`src/msd_pkg.sv`:
```
`default_nettype none
package msd_pkg;

  // ----------------------------------------------------------------
  // Register offsets within the module register block
  // ----------------------------------------------------------------
  localparam logic [7:0] REG_PAGE_OFS = 8'he0;
  localparam logic [7:0] REG_MAP_OFS  = 8'hc2;
  localparam logic [7:0] REG_PC0_OFS  = 8'hb0;
  localparam logic [7:0] REG_PC2_OFS  = 8'hb4;

  // ----------------------------------------------------------------
  // Field positions
  // ----------------------------------------------------------------
  localparam int MAP_SRAM_CODE = 0;
  localparam int MAP_SEC_CODE  = 1;
  localparam int MAP_PRI_CODE  = 2;
  localparam int MAP_SEC_DATA  = 3;
  localparam int MAP_PRI_DATA  = 4;
  localparam int MAP_PERIPHERAL_IO_ENABLE    = 7;
  localparam int PC0_TURBO     = 3;
  localparam int PC0_STANDBY   = 7;
  localparam int PC2_BLK_FETCH = 0;
  localparam int PC2_BLK_READ  = 1;
  localparam int PC2_BLK_WRITE = 2;
  localparam int PC2_BLK_LATCH = 3;
  localparam int PC2_BLK_PDN   = 4;

  // ----------------------------------------------------------------
  // Reset values and write masks
  // ----------------------------------------------------------------
  localparam logic [7:0] MAP_INIT    = 8'h0c;
  localparam logic [7:0] PAGE_RESET  = 8'h00;
  localparam logic [7:0] PC0_RESET   = 8'h08;
  localparam logic [7:0] PC2_RESET   = 8'h00;
  localparam logic [7:0] PC2_WR_MASK = 8'h1f;
  localparam logic [7:0] PC0_WR_MASK = 8'h08;

  // ----------------------------------------------------------------
  // Timing
  // ----------------------------------------------------------------
  localparam int CLK_PERIOD_NS = 20;
  localparam int IDLE_TIME_NS  = 70;
  localparam int IDLE_CYCLES   = (IDLE_TIME_NS + CLK_PERIOD_NS - 1) / CLK_PERIOD_NS;

  // ----------------------------------------------------------------
  // Decode array shape
  // ----------------------------------------------------------------
  localparam int NUM_PRI      = 4;
  localparam int NUM_SEC      = 2;
  localparam int NUM_PERIPH   = 2;
  localparam int FLASH_TERMS  = 3;
  localparam int SRAM_TERMS   = 2;
  localparam int IN_WORD_W    = 32;

  typedef struct packed {
    logic                 en;
    logic [15:0]          addr_mask;
    logic [15:0]          addr_val;
    logic [IN_WORD_W-1:0] in_mask;
    logic [IN_WORD_W-1:0] in_val;
  } msd_pterm_t;

  typedef struct packed {
    logic                  sram;
    logic [NUM_PRI-1:0]    pri;
    logic [NUM_SEC-1:0]    sec;
    logic                  regs;
    logic [NUM_PERIPH-1:0] periph;
  } msd_selects_t;

  localparam msd_pterm_t PT_OFF = '0;

  function automatic msd_pterm_t pt(input logic [15:0] mask, input logic [15:0] val);
    msd_pterm_t t;
    t           = '0;
    t.en        = 1'b1;
    t.addr_mask = mask;
    t.addr_val  = val;
    return t;
  endfunction

  // Default configuration: index is select*terms + term
  localparam msd_pterm_t [NUM_PRI*FLASH_TERMS-1:0] PRI_CFG_DEFAULT = {
    PT_OFF, PT_OFF, pt(16'hc000, 16'hc000),
    PT_OFF, PT_OFF, pt(16'hc000, 16'h8000),
    PT_OFF, PT_OFF, pt(16'hc000, 16'h4000),
    PT_OFF, PT_OFF, pt(16'hc000, 16'h0000)};
  localparam msd_pterm_t [NUM_SEC*FLASH_TERMS-1:0] SEC_CFG_DEFAULT = {
    PT_OFF, PT_OFF, pt(16'he000, 16'h2000),
    PT_OFF, PT_OFF, pt(16'he000, 16'h0000)};
  localparam msd_pterm_t [SRAM_TERMS-1:0] SRAM_CFG_DEFAULT = {
    PT_OFF, pt(16'hf800, 16'h4000)};
  localparam msd_pterm_t REG_CFG_DEFAULT = pt(16'hff00, 16'h7f00);
  localparam msd_pterm_t [NUM_PERIPH-1:0] PERIPH_CFG_DEFAULT = {
    pt(16'hff00, 16'h7e00), pt(16'hff00, 16'h7d00)};

endpackage
`default_nettype wire

```
`src/msd_select_or.sv`:
```
`timescale 1ns/1ns
`default_nettype none
module msd_select_or #(
  parameter int N = 1
) (
  input  wire logic [15:0]                      addr,
  input  wire logic [msd_pkg::IN_WORD_W-1:0]    in_word,
  input  wire msd_pkg::msd_pterm_t [N-1:0]      terms,
  output logic                                  hit
);

  function automatic logic term_match(input msd_pkg::msd_pterm_t t,
                                      input logic [15:0] a,
                                      input logic [msd_pkg::IN_WORD_W-1:0] w);
    term_match = t.en && ((a & t.addr_mask) == (t.addr_val & t.addr_mask))
                      && ((w & t.in_mask) == (t.in_val & t.in_mask));
  endfunction

  // ----------------------------------------------------------------
  // OR of product terms
  // ----------------------------------------------------------------
  always_comb begin
    hit = 1'b0;
    for (int i = 0; i < N; i++) begin
      hit = hit | term_match(terms[i], addr, in_word);
    end
  end

endmodule
`default_nettype wire

```
`src/msd_decoder.sv`:
```
`timescale 1ns/1ns
`default_nettype none
// Summary of operation
// - SRAM is enabled only while its select output is high.
// - SRAM select is the OR of up to two product terms.
// - Secondary flash wins over primary flash on overlap.
// - SRAM, register or peripheral space wins over any flash sector.
// - Three priority levels; higher level overrides lower ones.
// - Each flash memory may sit in program space, data space or both; SRAM is always in data space, optionally also program.
// - Map register starts at configured value, writable any time the write strobe is not blocked by PC2 bit 2.
// - Fetch access: bit 2 primary, bit 1 secondary, bit 0 SRAM.
// - Eight-bit page register, read and write, feeds decode terms.
// - Page register answers at offset e0h in the register block.
// - Page bits also go out to the general logic array.
// - Decode inputs: address, strobes, reset, power-down, ports, page, feedback, ready.
// - Decode configuration is active from power-up, no loading step.
// - With turbo bit clear, arrays idle after about 70 ns of steady inputs.
// - Five bits block one MCU control signal each from the arrays.
// - Flash sector selects are active high.
module msd_decoder #(
  parameter logic [7:0] MAP_INIT = msd_pkg::MAP_INIT,
  parameter msd_pkg::msd_pterm_t [msd_pkg::NUM_PRI*msd_pkg::FLASH_TERMS-1:0] PRI_CFG =
    msd_pkg::PRI_CFG_DEFAULT,
  parameter msd_pkg::msd_pterm_t [msd_pkg::NUM_SEC*msd_pkg::FLASH_TERMS-1:0] SEC_CFG =
    msd_pkg::SEC_CFG_DEFAULT,
  parameter msd_pkg::msd_pterm_t [msd_pkg::SRAM_TERMS-1:0] SRAM_CFG =
    msd_pkg::SRAM_CFG_DEFAULT,
  parameter msd_pkg::msd_pterm_t REG_CFG = msd_pkg::REG_CFG_DEFAULT,
  parameter msd_pkg::msd_pterm_t [msd_pkg::NUM_PERIPH-1:0] PERIPH_CFG =
    msd_pkg::PERIPH_CFG_DEFAULT
) (
  input  wire logic                 clk,
  input  wire logic                 reset_n,
  input  wire logic [15:0]          addr,
  input  wire logic                 program_fetch_strobe_n,
  input  wire logic                 read_strobe_n,
  input  wire logic                 write_strobe_n,
  input  wire logic                 addr_latch,
  input  wire logic                 power_down,
  input  wire logic                 flash_ready_busy,
  input  wire logic [7:0]           macrocell_feedback,
  input  wire logic [7:0]           port_in,
  input  wire logic [7:0]           data_in,
  output logic [7:0]                data_out,
  output logic                      data_oe,
  output msd_pkg::msd_selects_t     selects,
  output logic                      sram_enable,
  output logic [7:0]                page_bits,
  output logic                      array_standby
);

  // ----------------------------------------------------------------
  // Registers
  // ----------------------------------------------------------------
  logic [7:0]            page_reg;
  logic [7:0]            map_reg;
  logic [7:0]            pc0_reg;
  logic [7:0]            pc2_reg;
  logic [7:0]            port_meta_reg;
  logic [7:0]            port_sync_reg;
  logic                  reset_flag_reg;
  logic                  wr_prev_reg;
  logic [7:0]            data_out_reg;
  logic                  data_oe_reg;
  msd_pkg::msd_selects_t selects_reg;
  msd_pkg::msd_selects_t selects_next;
  logic [7:0]            page_bits_reg;
  logic                  standby_reg;
  logic [2:0]            idle_cnt_reg;
  logic [15:0]           addr_prev_reg;
  logic [31:0]           word_prev_reg;

  // ----------------------------------------------------------------
  // Control signals into the arrays
  // ----------------------------------------------------------------
  logic fetch_act;
  logic rd_act;
  logic wr_act;
  logic ale_act;
  logic pdn_act;
  logic data_act;
  logic [msd_pkg::IN_WORD_W-1:0] in_word;

  assign fetch_act = ~program_fetch_strobe_n & ~pc2_reg[msd_pkg::PC2_BLK_FETCH];
  assign rd_act    = ~read_strobe_n & ~pc2_reg[msd_pkg::PC2_BLK_READ];
  assign wr_act    = ~write_strobe_n & ~pc2_reg[msd_pkg::PC2_BLK_WRITE];
  assign ale_act   = addr_latch & ~pc2_reg[msd_pkg::PC2_BLK_LATCH];
  assign pdn_act   = power_down & ~pc2_reg[msd_pkg::PC2_BLK_PDN];
  assign data_act  = rd_act | wr_act;

  // Decode input word beyond the address lines
  assign in_word = {page_reg, macrocell_feedback, port_sync_reg, ale_act, rd_act, wr_act,
                    fetch_act, pdn_act, flash_ready_busy, reset_flag_reg, 1'b0};

  // ----------------------------------------------------------------
  // Port input synchroniser
  // ----------------------------------------------------------------
  always_ff @(posedge clk or negedge reset_n) begin
    if (!reset_n) begin
      port_meta_reg <= 8'h00;
      port_sync_reg <= 8'h00;
    end else begin
      port_meta_reg <= port_in;
      port_sync_reg <= port_meta_reg;
    end
  end

  // Reset term stays high for one cycle after release
  always_ff @(posedge clk or negedge reset_n) begin
    if (!reset_n) begin
      reset_flag_reg <= 1'b1;
    end else begin
      reset_flag_reg <= 1'b0;
    end
  end

  // ----------------------------------------------------------------
  // Decode array product terms
  // ----------------------------------------------------------------
  logic [msd_pkg::NUM_PRI-1:0]    pri_hit;
  logic [msd_pkg::NUM_SEC-1:0]    sec_hit;
  logic [msd_pkg::NUM_PERIPH-1:0] periph_hit;
  logic                           sram_hit;
  logic                           reg_hit;

  for (genvar s = 0; s < msd_pkg::NUM_PRI; s++) begin : g_pri
    msd_select_or #(.N(msd_pkg::FLASH_TERMS)) u_or (.addr(addr), .in_word(in_word),
      .terms(PRI_CFG[s*msd_pkg::FLASH_TERMS +: msd_pkg::FLASH_TERMS]), .hit(pri_hit[s]));
  end

  for (genvar s = 0; s < msd_pkg::NUM_SEC; s++) begin : g_sec
    msd_select_or #(.N(msd_pkg::FLASH_TERMS)) u_or (.addr(addr), .in_word(in_word),
      .terms(SEC_CFG[s*msd_pkg::FLASH_TERMS +: msd_pkg::FLASH_TERMS]), .hit(sec_hit[s]));
  end

  for (genvar s = 0; s < msd_pkg::NUM_PERIPH; s++) begin : g_periph
    msd_select_or #(.N(1)) u_or (.addr(addr), .in_word(in_word),
      .terms(PERIPH_CFG[s]), .hit(periph_hit[s]));
  end

  msd_select_or #(.N(msd_pkg::SRAM_TERMS)) u_sram_or (.addr(addr), .in_word(in_word),
    .terms(SRAM_CFG), .hit(sram_hit));

  msd_select_or #(.N(1)) u_reg_or (.addr(addr), .in_word(in_word),
    .terms(REG_CFG), .hit(reg_hit));

  // ----------------------------------------------------------------
  // Space gating and priority
  // ----------------------------------------------------------------
  logic [msd_pkg::NUM_PRI-1:0]    pri_ok;
  logic [msd_pkg::NUM_SEC-1:0]    sec_ok;
  logic [msd_pkg::NUM_PERIPH-1:0] periph_ok;
  logic                           sram_ok;
  logic                           reg_ok;
  logic                           level_one;

  assign pri_ok = pri_hit & {msd_pkg::NUM_PRI{
                    (fetch_act & map_reg[msd_pkg::MAP_PRI_CODE])
                  | (data_act & map_reg[msd_pkg::MAP_PRI_DATA])}};
  assign sec_ok = sec_hit & {msd_pkg::NUM_SEC{
                    (fetch_act & map_reg[msd_pkg::MAP_SEC_CODE])
                  | (data_act & map_reg[msd_pkg::MAP_SEC_DATA])}};
  assign sram_ok   = sram_hit & ((fetch_act & map_reg[msd_pkg::MAP_SRAM_CODE]) | data_act);
  assign reg_ok    = reg_hit & data_act;
  assign periph_ok = periph_hit & {msd_pkg::NUM_PERIPH{data_act & map_reg[msd_pkg::MAP_PERIPHERAL_IO_ENABLE]}};
  assign level_one = sram_ok | reg_ok | (|periph_ok);

  always_comb begin
    selects_next        = '0;
    selects_next.sram   = sram_ok;
    selects_next.regs   = reg_ok;
    selects_next.periph = periph_ok;
    if (!level_one) begin
      selects_next.sec = sec_ok;
      if (sec_ok == '0) begin
        selects_next.pri = pri_ok;
      end
    end
  end

  // Active-high selects, refreshed every cycle from the live inputs
  always_ff @(posedge clk or negedge reset_n) begin
    if (!reset_n) begin
      selects_reg <= '0;
    end else begin
      selects_reg <= selects_next;
    end
  end

  // ----------------------------------------------------------------
  // Register block access
  // ----------------------------------------------------------------
  logic       reg_write;
  logic [7:0] reg_ofs;
  logic [7:0] reg_rdata;

  assign reg_ofs   = addr[7:0];
  assign reg_write = reg_hit & wr_act & wr_prev_reg;

  always_ff @(posedge clk or negedge reset_n) begin
    if (!reset_n) begin
      wr_prev_reg <= 1'b1;
    end else begin
      wr_prev_reg <= ~wr_act;
    end
  end

  always_ff @(posedge clk or negedge reset_n) begin
    if (!reset_n) begin
      page_reg <= msd_pkg::PAGE_RESET;
    end else if (reg_write && reg_ofs == msd_pkg::REG_PAGE_OFS) begin
      page_reg <= data_in;
    end
  end

  always_ff @(posedge clk or negedge reset_n) begin
    if (!reset_n) begin
      map_reg <= MAP_INIT;
    end else if (reg_write && reg_ofs == msd_pkg::REG_MAP_OFS) begin
      map_reg <= data_in;
    end
  end

  always_ff @(posedge clk or negedge reset_n) begin
    if (!reset_n) begin
      pc0_reg <= msd_pkg::PC0_RESET;
    end else if (reg_write && reg_ofs == msd_pkg::REG_PC0_OFS) begin
      pc0_reg <= data_in & msd_pkg::PC0_WR_MASK;
    end
  end

  always_ff @(posedge clk or negedge reset_n) begin
    if (!reset_n) begin
      pc2_reg <= msd_pkg::PC2_RESET;
    end else if (reg_write && reg_ofs == msd_pkg::REG_PC2_OFS) begin
      pc2_reg <= data_in & msd_pkg::PC2_WR_MASK;
    end
  end

  always_comb begin
    case (reg_ofs)
      msd_pkg::REG_PAGE_OFS: reg_rdata = page_reg;
      msd_pkg::REG_MAP_OFS:  reg_rdata = map_reg;
      msd_pkg::REG_PC0_OFS:  reg_rdata = {standby_reg, pc0_reg[6:0]};
      msd_pkg::REG_PC2_OFS:  reg_rdata = pc2_reg;
      default:               reg_rdata = 8'h00;
    endcase
  end

  always_ff @(posedge clk or negedge reset_n) begin
    if (!reset_n) begin
      data_out_reg <= 8'h00;
      data_oe_reg  <= 1'b0;
    end else begin
      data_out_reg <= reg_rdata;
      data_oe_reg  <= reg_hit & rd_act;
    end
  end

  // ----------------------------------------------------------------
  // Page bits to the general logic array
  // ----------------------------------------------------------------
  always_ff @(posedge clk or negedge reset_n) begin
    if (!reset_n) begin
      page_bits_reg <= msd_pkg::PAGE_RESET;
    end else begin
      page_bits_reg <= page_reg;
    end
  end

  // ----------------------------------------------------------------
  // Standby when not in turbo mode
  // ----------------------------------------------------------------
  logic inputs_changed;
  logic turbo;

  assign turbo          = pc0_reg[msd_pkg::PC0_TURBO];
  assign inputs_changed = (addr != addr_prev_reg) || (in_word != word_prev_reg);

  always_ff @(posedge clk or negedge reset_n) begin
    if (!reset_n) begin
      addr_prev_reg <= 16'h0000;
      word_prev_reg <= 32'h0000_0000;
    end else begin
      addr_prev_reg <= addr;
      word_prev_reg <= in_word;
    end
  end

  always_ff @(posedge clk or negedge reset_n) begin
    if (!reset_n) begin
      idle_cnt_reg <= 3'h0;
    end else if (inputs_changed || turbo) begin
      idle_cnt_reg <= 3'h0;
    end else if (idle_cnt_reg != 3'(msd_pkg::IDLE_CYCLES)) begin
      idle_cnt_reg <= idle_cnt_reg + 3'h1;
    end
  end

  always_ff @(posedge clk or negedge reset_n) begin
    if (!reset_n) begin
      standby_reg <= 1'b0;
    end else begin
      standby_reg <= ~turbo & ~inputs_changed
                   & (idle_cnt_reg >= 3'(msd_pkg::IDLE_CYCLES - 1));
    end
  end

  // ----------------------------------------------------------------
  // Outputs
  // ----------------------------------------------------------------
  assign selects       = selects_reg;
  assign sram_enable   = selects_reg.sram;
  assign page_bits     = page_bits_reg;
  assign array_standby = standby_reg;
  assign data_out      = data_out_reg;
  assign data_oe       = data_oe_reg;

  // ----------------------------------------------------------------
  // Assertions
  // ----------------------------------------------------------------
  a_sram_fetch_gate: assert property (@(posedge clk) disable iff (!reset_n)
    (fetch_act && !data_act && !map_reg[msd_pkg::MAP_SRAM_CODE]) |=> !sram_enable)
    else $error("SRAM selected on fetch while fetch access is off");
  a_pri_fetch_gate: assert property (@(posedge clk) disable iff (!reset_n)
    (fetch_act && !data_act && !map_reg[msd_pkg::MAP_PRI_CODE]) |=> (selects.pri == '0))
    else $error("Primary flash selected on fetch while fetch access is off");
  a_pri_data_gate: assert property (@(posedge clk) disable iff (!reset_n)
    (rd_act && !fetch_act && !wr_act && !map_reg[msd_pkg::MAP_PRI_DATA])
      |=> (selects.pri == '0))
    else $error("Primary flash selected on read while data access is off");
  a_sec_over_pri: assert property (@(posedge clk) disable iff (!reset_n)
    (sec_ok != '0 && !level_one) |=> (selects.sec != '0 && selects.pri == '0))
    else $error("Secondary flash did not win over primary flash");
  a_lvl1_over_flash: assert property (@(posedge clk) disable iff (!reset_n)
    level_one |=> (selects.pri == '0 && selects.sec == '0))
    else $error("Flash select active together with level one select");
  a_sram_follows_hit: assert property (@(posedge clk) disable iff (!reset_n)
    (sram_hit && data_act) |=> sram_enable)
    else $error("SRAM not enabled on a matching data access");
  a_page_write: assert property (@(posedge clk) disable iff (!reset_n)
    (reg_write && reg_ofs == msd_pkg::REG_PAGE_OFS) |=> ##1 (page_bits == $past(data_in, 2)))
    else $error("Page write did not reach the page bits");
  a_map_write: assert property (@(posedge clk) disable iff (!reset_n)
    (reg_write && reg_ofs == msd_pkg::REG_MAP_OFS) |=> (map_reg == $past(data_in)))
    else $error("Map register write lost");
  a_standby_enter: assert property (@(posedge clk) disable iff (!reset_n)
    (!inputs_changed && !turbo)[*4] |=> array_standby)
    else $error("Arrays not in standby after steady inputs");
  a_standby_leave: assert property (@(posedge clk) disable iff (!reset_n)
    (inputs_changed || turbo) |=> !array_standby)
    else $error("Standby held after input change or in turbo mode");

endmodule
`default_nettype wire

```
`config.mk`:
```
export PLATFORM = sky130hd
export DESIGN_NAME = msd_decoder
export DESIGN_NICKNAME = d
export VERILOG_FILES = /design/src/msd_pkg.sv /design/src/msd_select_or.sv /design/src/msd_decoder.sv
export SDC_FILE = /design/constraint.sdc
export NUM_CORES = 1
export LEC_CHECK = 0
export ABC_AREA = 1
export BUFFER_PORTS_ARGS = -buffer_cell sky130_fd_sc_hd__buf_4
export CAP_MARGIN = 30
export CORE_MARGIN = 5
export CORE_UTILIZATION = 50
export CTS_BUF_LIST = sky130_fd_sc_hd__clkbuf_4 sky130_fd_sc_hd__clkbuf_8
export DETAILED_ROUTE_END_ITERATION = 8
export PLACE_DENSITY = 0.8
export SYNTH_ARGS = -nofsm -noshare
export SYNTH_HDL_FRONTEND = slang
export SYNTH_SLANG_ARGS = --single-unit
```
`constraint.sdc`:
```
create_clock -name clk -period 1.7 [get_ports clk]
set_input_delay 0.17 -clock clk [delete_from_list [all_inputs] [get_ports clk]]
set_output_delay 0.17 -clock clk [all_outputs]
set_load 0.01 [all_outputs]
```
# Yosys cells after proc, flatten, opt, wreduce, memory -nomap -nowiden
# Cells that the tools add are included.
# totals
register_bits,118
inputBits,48
# classes
n_bitwise,38
reduce_logical,11
n_lt_le_gt_ge,1
add_sub_neg,1
n_mux,5
n_eq_ne,15
# op_table
operator,count
$eq A8 B8 Y1 const B,4
$logic_not A16 Y1,2
$pmux W8 S4,1
$ne A31 B31 Y1,1
$eq A8 B7 Y1 const B,3
$and A1 B1 Y1,18
$ne A16 B16 Y1,1
$not A1 Y1,11
$mux W3,2
$mux W6,1
$or A1 B1 Y1,6
$eq A5 B4 Y1 const B,1
$and A2 B2 Y2,2
$and A4 B4 Y4,1
$eq A2 B2 Y1 const B,2
$logic_and A1 B1 Y1,4
$mux W4,1
$add A3 B1 Y3 const B,1
$eq A3 B1 Y1 const B,1
$ge A3 B2 Y1 const B,1
$ne A3 B3 Y1 const B,1
$eq A2 B1 Y1 const B,1
$logic_not A2 Y1,1
$logic_or A1 B1 Y1,2
other kinds (2),2

# Longest topological paths before layout
# depth
ltp_word,9
ltp_mapped,10
ltp_nobuf,10

# Hierarchy
# From an unflattened synthesis, not the netlist that was laid out.
# hier_totals
cells_unflattened,5638
hier_area_um2,26964.6
# by_module_without_submodules
mod,seq_area_each_um2,instances,area_each_um2,cells_each
msd_select_or at g_pri[0].u_or ...,0.0,6,2881.5,654
msd_decoder,2758.9,1,4657.0,519
msd_select_or at g_periph[0].u_or ...,0.0,3,1049.8,252
msd_select_or at u_sram_or,0.0,1,1869.3,439

# Worst setup path before layout
# No wires, ideal clock.
# synth_path
path_kind,flip-flop to flip-flop
from,reg pc2_reg[2]
to,reg map_reg[7]
setup_ns,0.118
path_slack_ns,0.286
path_stages_with_launch,8
synth_period_minus_slack_ns,1.414
t_arrival_ns,1.296
cell_sequence,dfrtp_1 nor2_1 nand2_1 nor2_8 nand2_4 buf_6 nand2_1 o21ai_2
# synth_via
elab_chain_cells,5
# synth_lines
element,line_no,text
start: declaration,msd_decoder.sv:58,logic [7:0] pc2_reg;
start signal: assignment,msd_decoder.sv:234,pc2_reg <= msd_pkg::PC2_RESET;
start signal: assignment,msd_decoder.sv:236,pc2_reg <= data_in & msd_pkg::PC2_WR_MASK;
$not A1 Y1,msd_decoder.sv:86,assign wr_act = ~write_strobe_n & ~pc2_reg[msd_pkg::PC2_BLK_WRITE];
$and A1 B1 Y1,msd_decoder.sv:86,
net g_periph[0].u_or.in_word (one bit),msd_select_or.sv:7,"input wire logic [msd_pkg::IN_WORD_W-1:0] in_word,"
$and A1 B1 Y1 (2 in series),msd_decoder.sv:198,assign reg_write = reg_hit & wr_act & wr_prev_reg;
$logic_and A1 B1 Y1,msd_decoder.sv:219,end else if (reg_write && reg_ofs == msd_pkg::REG_MAP_OFS) begin
end signal: assignment,msd_decoder.sv:220,map_reg <= data_in;
end: declaration,msd_decoder.sv:56,logic [7:0] map_reg;
# The timed path passes the listed nets, and every way through them passes these cells.
# A chain may end at the register's enable or synchronous reset.

# Worst setup path after layout
# layout_path
from,in addr[4]
to,reg page_reg[1]
# layout_via
elab_chain_cells,2
# layout_lines
element,line_no,text
start: declaration,msd_decoder.sv:34,"input wire logic [15:0] addr,"
$eq A8 B8 Y1,msd_decoder.sv:211,end else if (reg_write && reg_ofs == msd_pkg::REG_PAGE_OFS) begin
$logic_and A1 B1 Y1,msd_decoder.sv:211,
end signal: assignment,msd_decoder.sv:210,page_reg <= msd_pkg::PAGE_RESET;
end signal: assignment,msd_decoder.sv:212,page_reg <= data_in;
end: declaration,msd_decoder.sv:55,logic [7:0] page_reg;
# Every way passes these cells.

==> flow_summary.json <==
{
  "outcome": "completed",
  "cts_sinks": 110,
  "wl_per_cell_um": 13.7,
  "synth_seq_area_share_pct": 58.9,
  "grt_pass1_wl_um": 17200,
  "setup_viol_count_final": 0,
  "die_h_um": 107,
  "largest_reg_flops": 24,
  "netlist_instances": 523,
  "area_growth_pct": 27.2,
  "crit_path_end": "page_reg[1]",
  "initial_core_util_pct": 50.9,
  "routed_wl_um": 10400,
  "p_leak_uw": 0.00320,
  "cts-root-buf": "clkbuf_8",
  "final_layout_size_suffix_gt1_share_pct": 22.0,
  "cts_max_path_buffers": 2,
  "coreArea_um2": 9200,
  "portBuffers": 76,
  "crit_path_end_kind": "register",
  "die_x_um": 107,
  "yosys_warnings": 0,
  "nets": 691,
  "synthTopCellsByArea": "dfrtp_1 (56%), nand2_1 (13%), inv_1 (6.8%), nor2_1 (4.7%), o21ai_2 (3.0%)",
  "hold_path_class": "in -> reg",
  "die-area_um2": 11400,
  "clock_skew_ps": 8.84,
  "grt_usage_pct": 19.2,
  "placed_area_um2": 5370,
  "dp_hpwl_um": 7470,
  "vias": 3625,
  "grt_start_max_net_pins": 44,
  "cts_tree": "done",
  "cts_max_level": 3,
  "final.min_clock_period_ps": 1610,
  "vdd_drop_max_mv": 0.375,
  "syn-num-nets": 574,
  "diodes": 0,
  "grt_antenna_before_repair": 0,
  "start_kind": "input port",
  "r2r-start": "pc2_reg[2]",
  "path_class": "in -> reg",
  "fin_crit_sh_pct": 94.7,
  "n_fill_cell": 695,
  "holdWs_ps": 16.8,
  "reg2reg_to": "selects[6]",
  "maxCapViolCount": 0,
  "hold_viol_final": 0,
  "gp_congestion": 0.854,
  "rows": 35,
  "fin_tns_setup_ps": 0,
  "synth-edff-count": 0,
  "fin_area_um2": 5960,
  "syn_area_um2": 4680,
  "rsz0062_at_grt": "no",
  "power.density_nw_per_um2": 829,
  "ant_nets": 0,
  "vias_per_cell": 4.79,
  "synthDistinctLibCells": 36,
  "crit_start": "addr[4]",
  "grt-ovfl-total": 0,
  "ys_ff_latch": 110,
  "clkLatencyLatePin_ps": 370,
  "max_freq_mhz": 621,
  "synthArstFlopShare_pct": 100,
  "yosysTopAreaCellShare_pct": 56.1,
  "dr.pass1.iters": 6,
  "reg2regPathDepth": 6,
  "grt_pass1_vias": 3590,
  "yosysTopAreaCell": "dfrtp_1",
  "crit_fanout": 16,
  "drt_iter0_drc": 298,
  "slew_viol_final": 0,
  "syn_avg_cell_area_um2": 8.96,
  "ff2ff_setup_slack_ps": 240,
  "synth_ff_type": "dfrtp_1",
  "worstPathRequired_ps": 1960,
  "ioPinCount": 77,
  "drc_errors": 0,
  "crit_arrival_ps": 1870,
  "cts_buffers": 9,
  "clk_pin_slew_ps": 100
}
==> layout make-up <==
class,count,area (µm²),area share (%)
inverter,95,357,5.98
tap,111,139,2.33
multi-input combinational,307,1480,24.9
clock inverter,6,93.8,1.57
timing repair buffer,117,991,16.6
sequential,110,2760,46.3
clock buffer,10,138,2.31
==> cell usage after synthesis (3+ instances only) <==
library cell	number
nand2_1	168
dfrtp_1	105
inv_1	85
nor2_1	59
o21ai_2	16
inv_2	10
buf_4	9
nand3_1	8
o21ai_1	7
nand4_1	6
o21ai_0	6
dfstp_2	5
ha_1	3
nor3_1	3
o211ai_1	3
xnor2_1	3
==> timing repair <==
action                     4_1_cts  5_1_grt
resized for setup                0        1
hold buffers                    34        1
hold endpoints to repair        67        1
setup endpoints to repair        0        1
buffers inserted                 0        0
==> cell usage in the layout (no fill, tap or decap), drive strengths merged <==
master / count
nor2: 62
bufinv: 2
or2: 2
nand3: 10
a22oi: 1
o211ai: 3
buf: 82
a21boi: 1
and3: 1
nor3: 5
dfstp: 5
inv: 96
o21ai: 29
dlygate4sd3: 35
nand4: 6
conb: 1
clkinvlp: 1
and2: 1
o21bai: 1
nor4: 3
xor2: 2
ha: 3
a22o: 2
xnor2: 3
dfrtp: 105
clkbuf: 10
clkinv: 2
nand2: 171
==> logic make-up after synthesis <==
family	count (synthesis)	synth area share (%)
AND/OR/NAND/NOR	261	24.0
flip-flops	110	58.9
buffers and inverters	106	9.54
AO/OA/AOI/OAI	37	5.72
XOR/XNOR	5	0.935
adder cells (fa/ha/maj)	3	0.801
other	1	0.0801
==> worst min path at each step <==
stage                              start                to  depth (start not counted)
after detailed placement         reset_n  port_meta_reg[0]                          1
after floorplan                  reset_n  addr_prev_reg[0]                          0
final                         power_down  word_prev_reg[3]                          3
after global placement           reset_n  port_meta_reg[0]                          1
after global routing          power_down  word_prev_reg[3]                          3
after CTS                 write_strobe_n  word_prev_reg[5]                          2
==> per-stage QoR <==
stage / util [%] / total power (µW) / setup WS [ps] / std cells
6_report: 64.8 / 4940 / 89.4 / 756
3_3_place_gp: 58.4 / 3130 / 267 / 705
3_5_place_dp: 58.4 / 3150 / 155 / 705
5_1_grt: 64.8 / 5130 / 15.1 / 756
2_1_floorplan: - / 2930 / 286 / 523
4_1_cts: 64.7 / 4980 / 96.5 / 755
==> per-layer routing <==
metal | GRT usage [%] | wire length (µm) | vias up
met5 | 0 | 0 | -
met4 | 7.12 | 227 | 0
met3 | 3.37 | 543 | 19
met2 | 31.6 | 5110 | 110
met1 | 25.5 | 4490 | 1703
li1 | - | - | 1793
==> critical path: stages <==
cell and delay (ps):
dlygate4sd3_1 540, buf_4 150, inv_1 70, nand2_1 140, nor3_4 410, nand2_4 210, nand2_1 120, o21ai_2 50
==> power breakdown <==
part	switching (µW)	internal, µW	leakage (µW)	total [µW]
Combinational	245	201	0.00170	445
Clock	892	880	0.000113	1770
Sequential	35.1	2690	0.00139	2720
No activity file was read; power rests on OpenSTA's default activity.
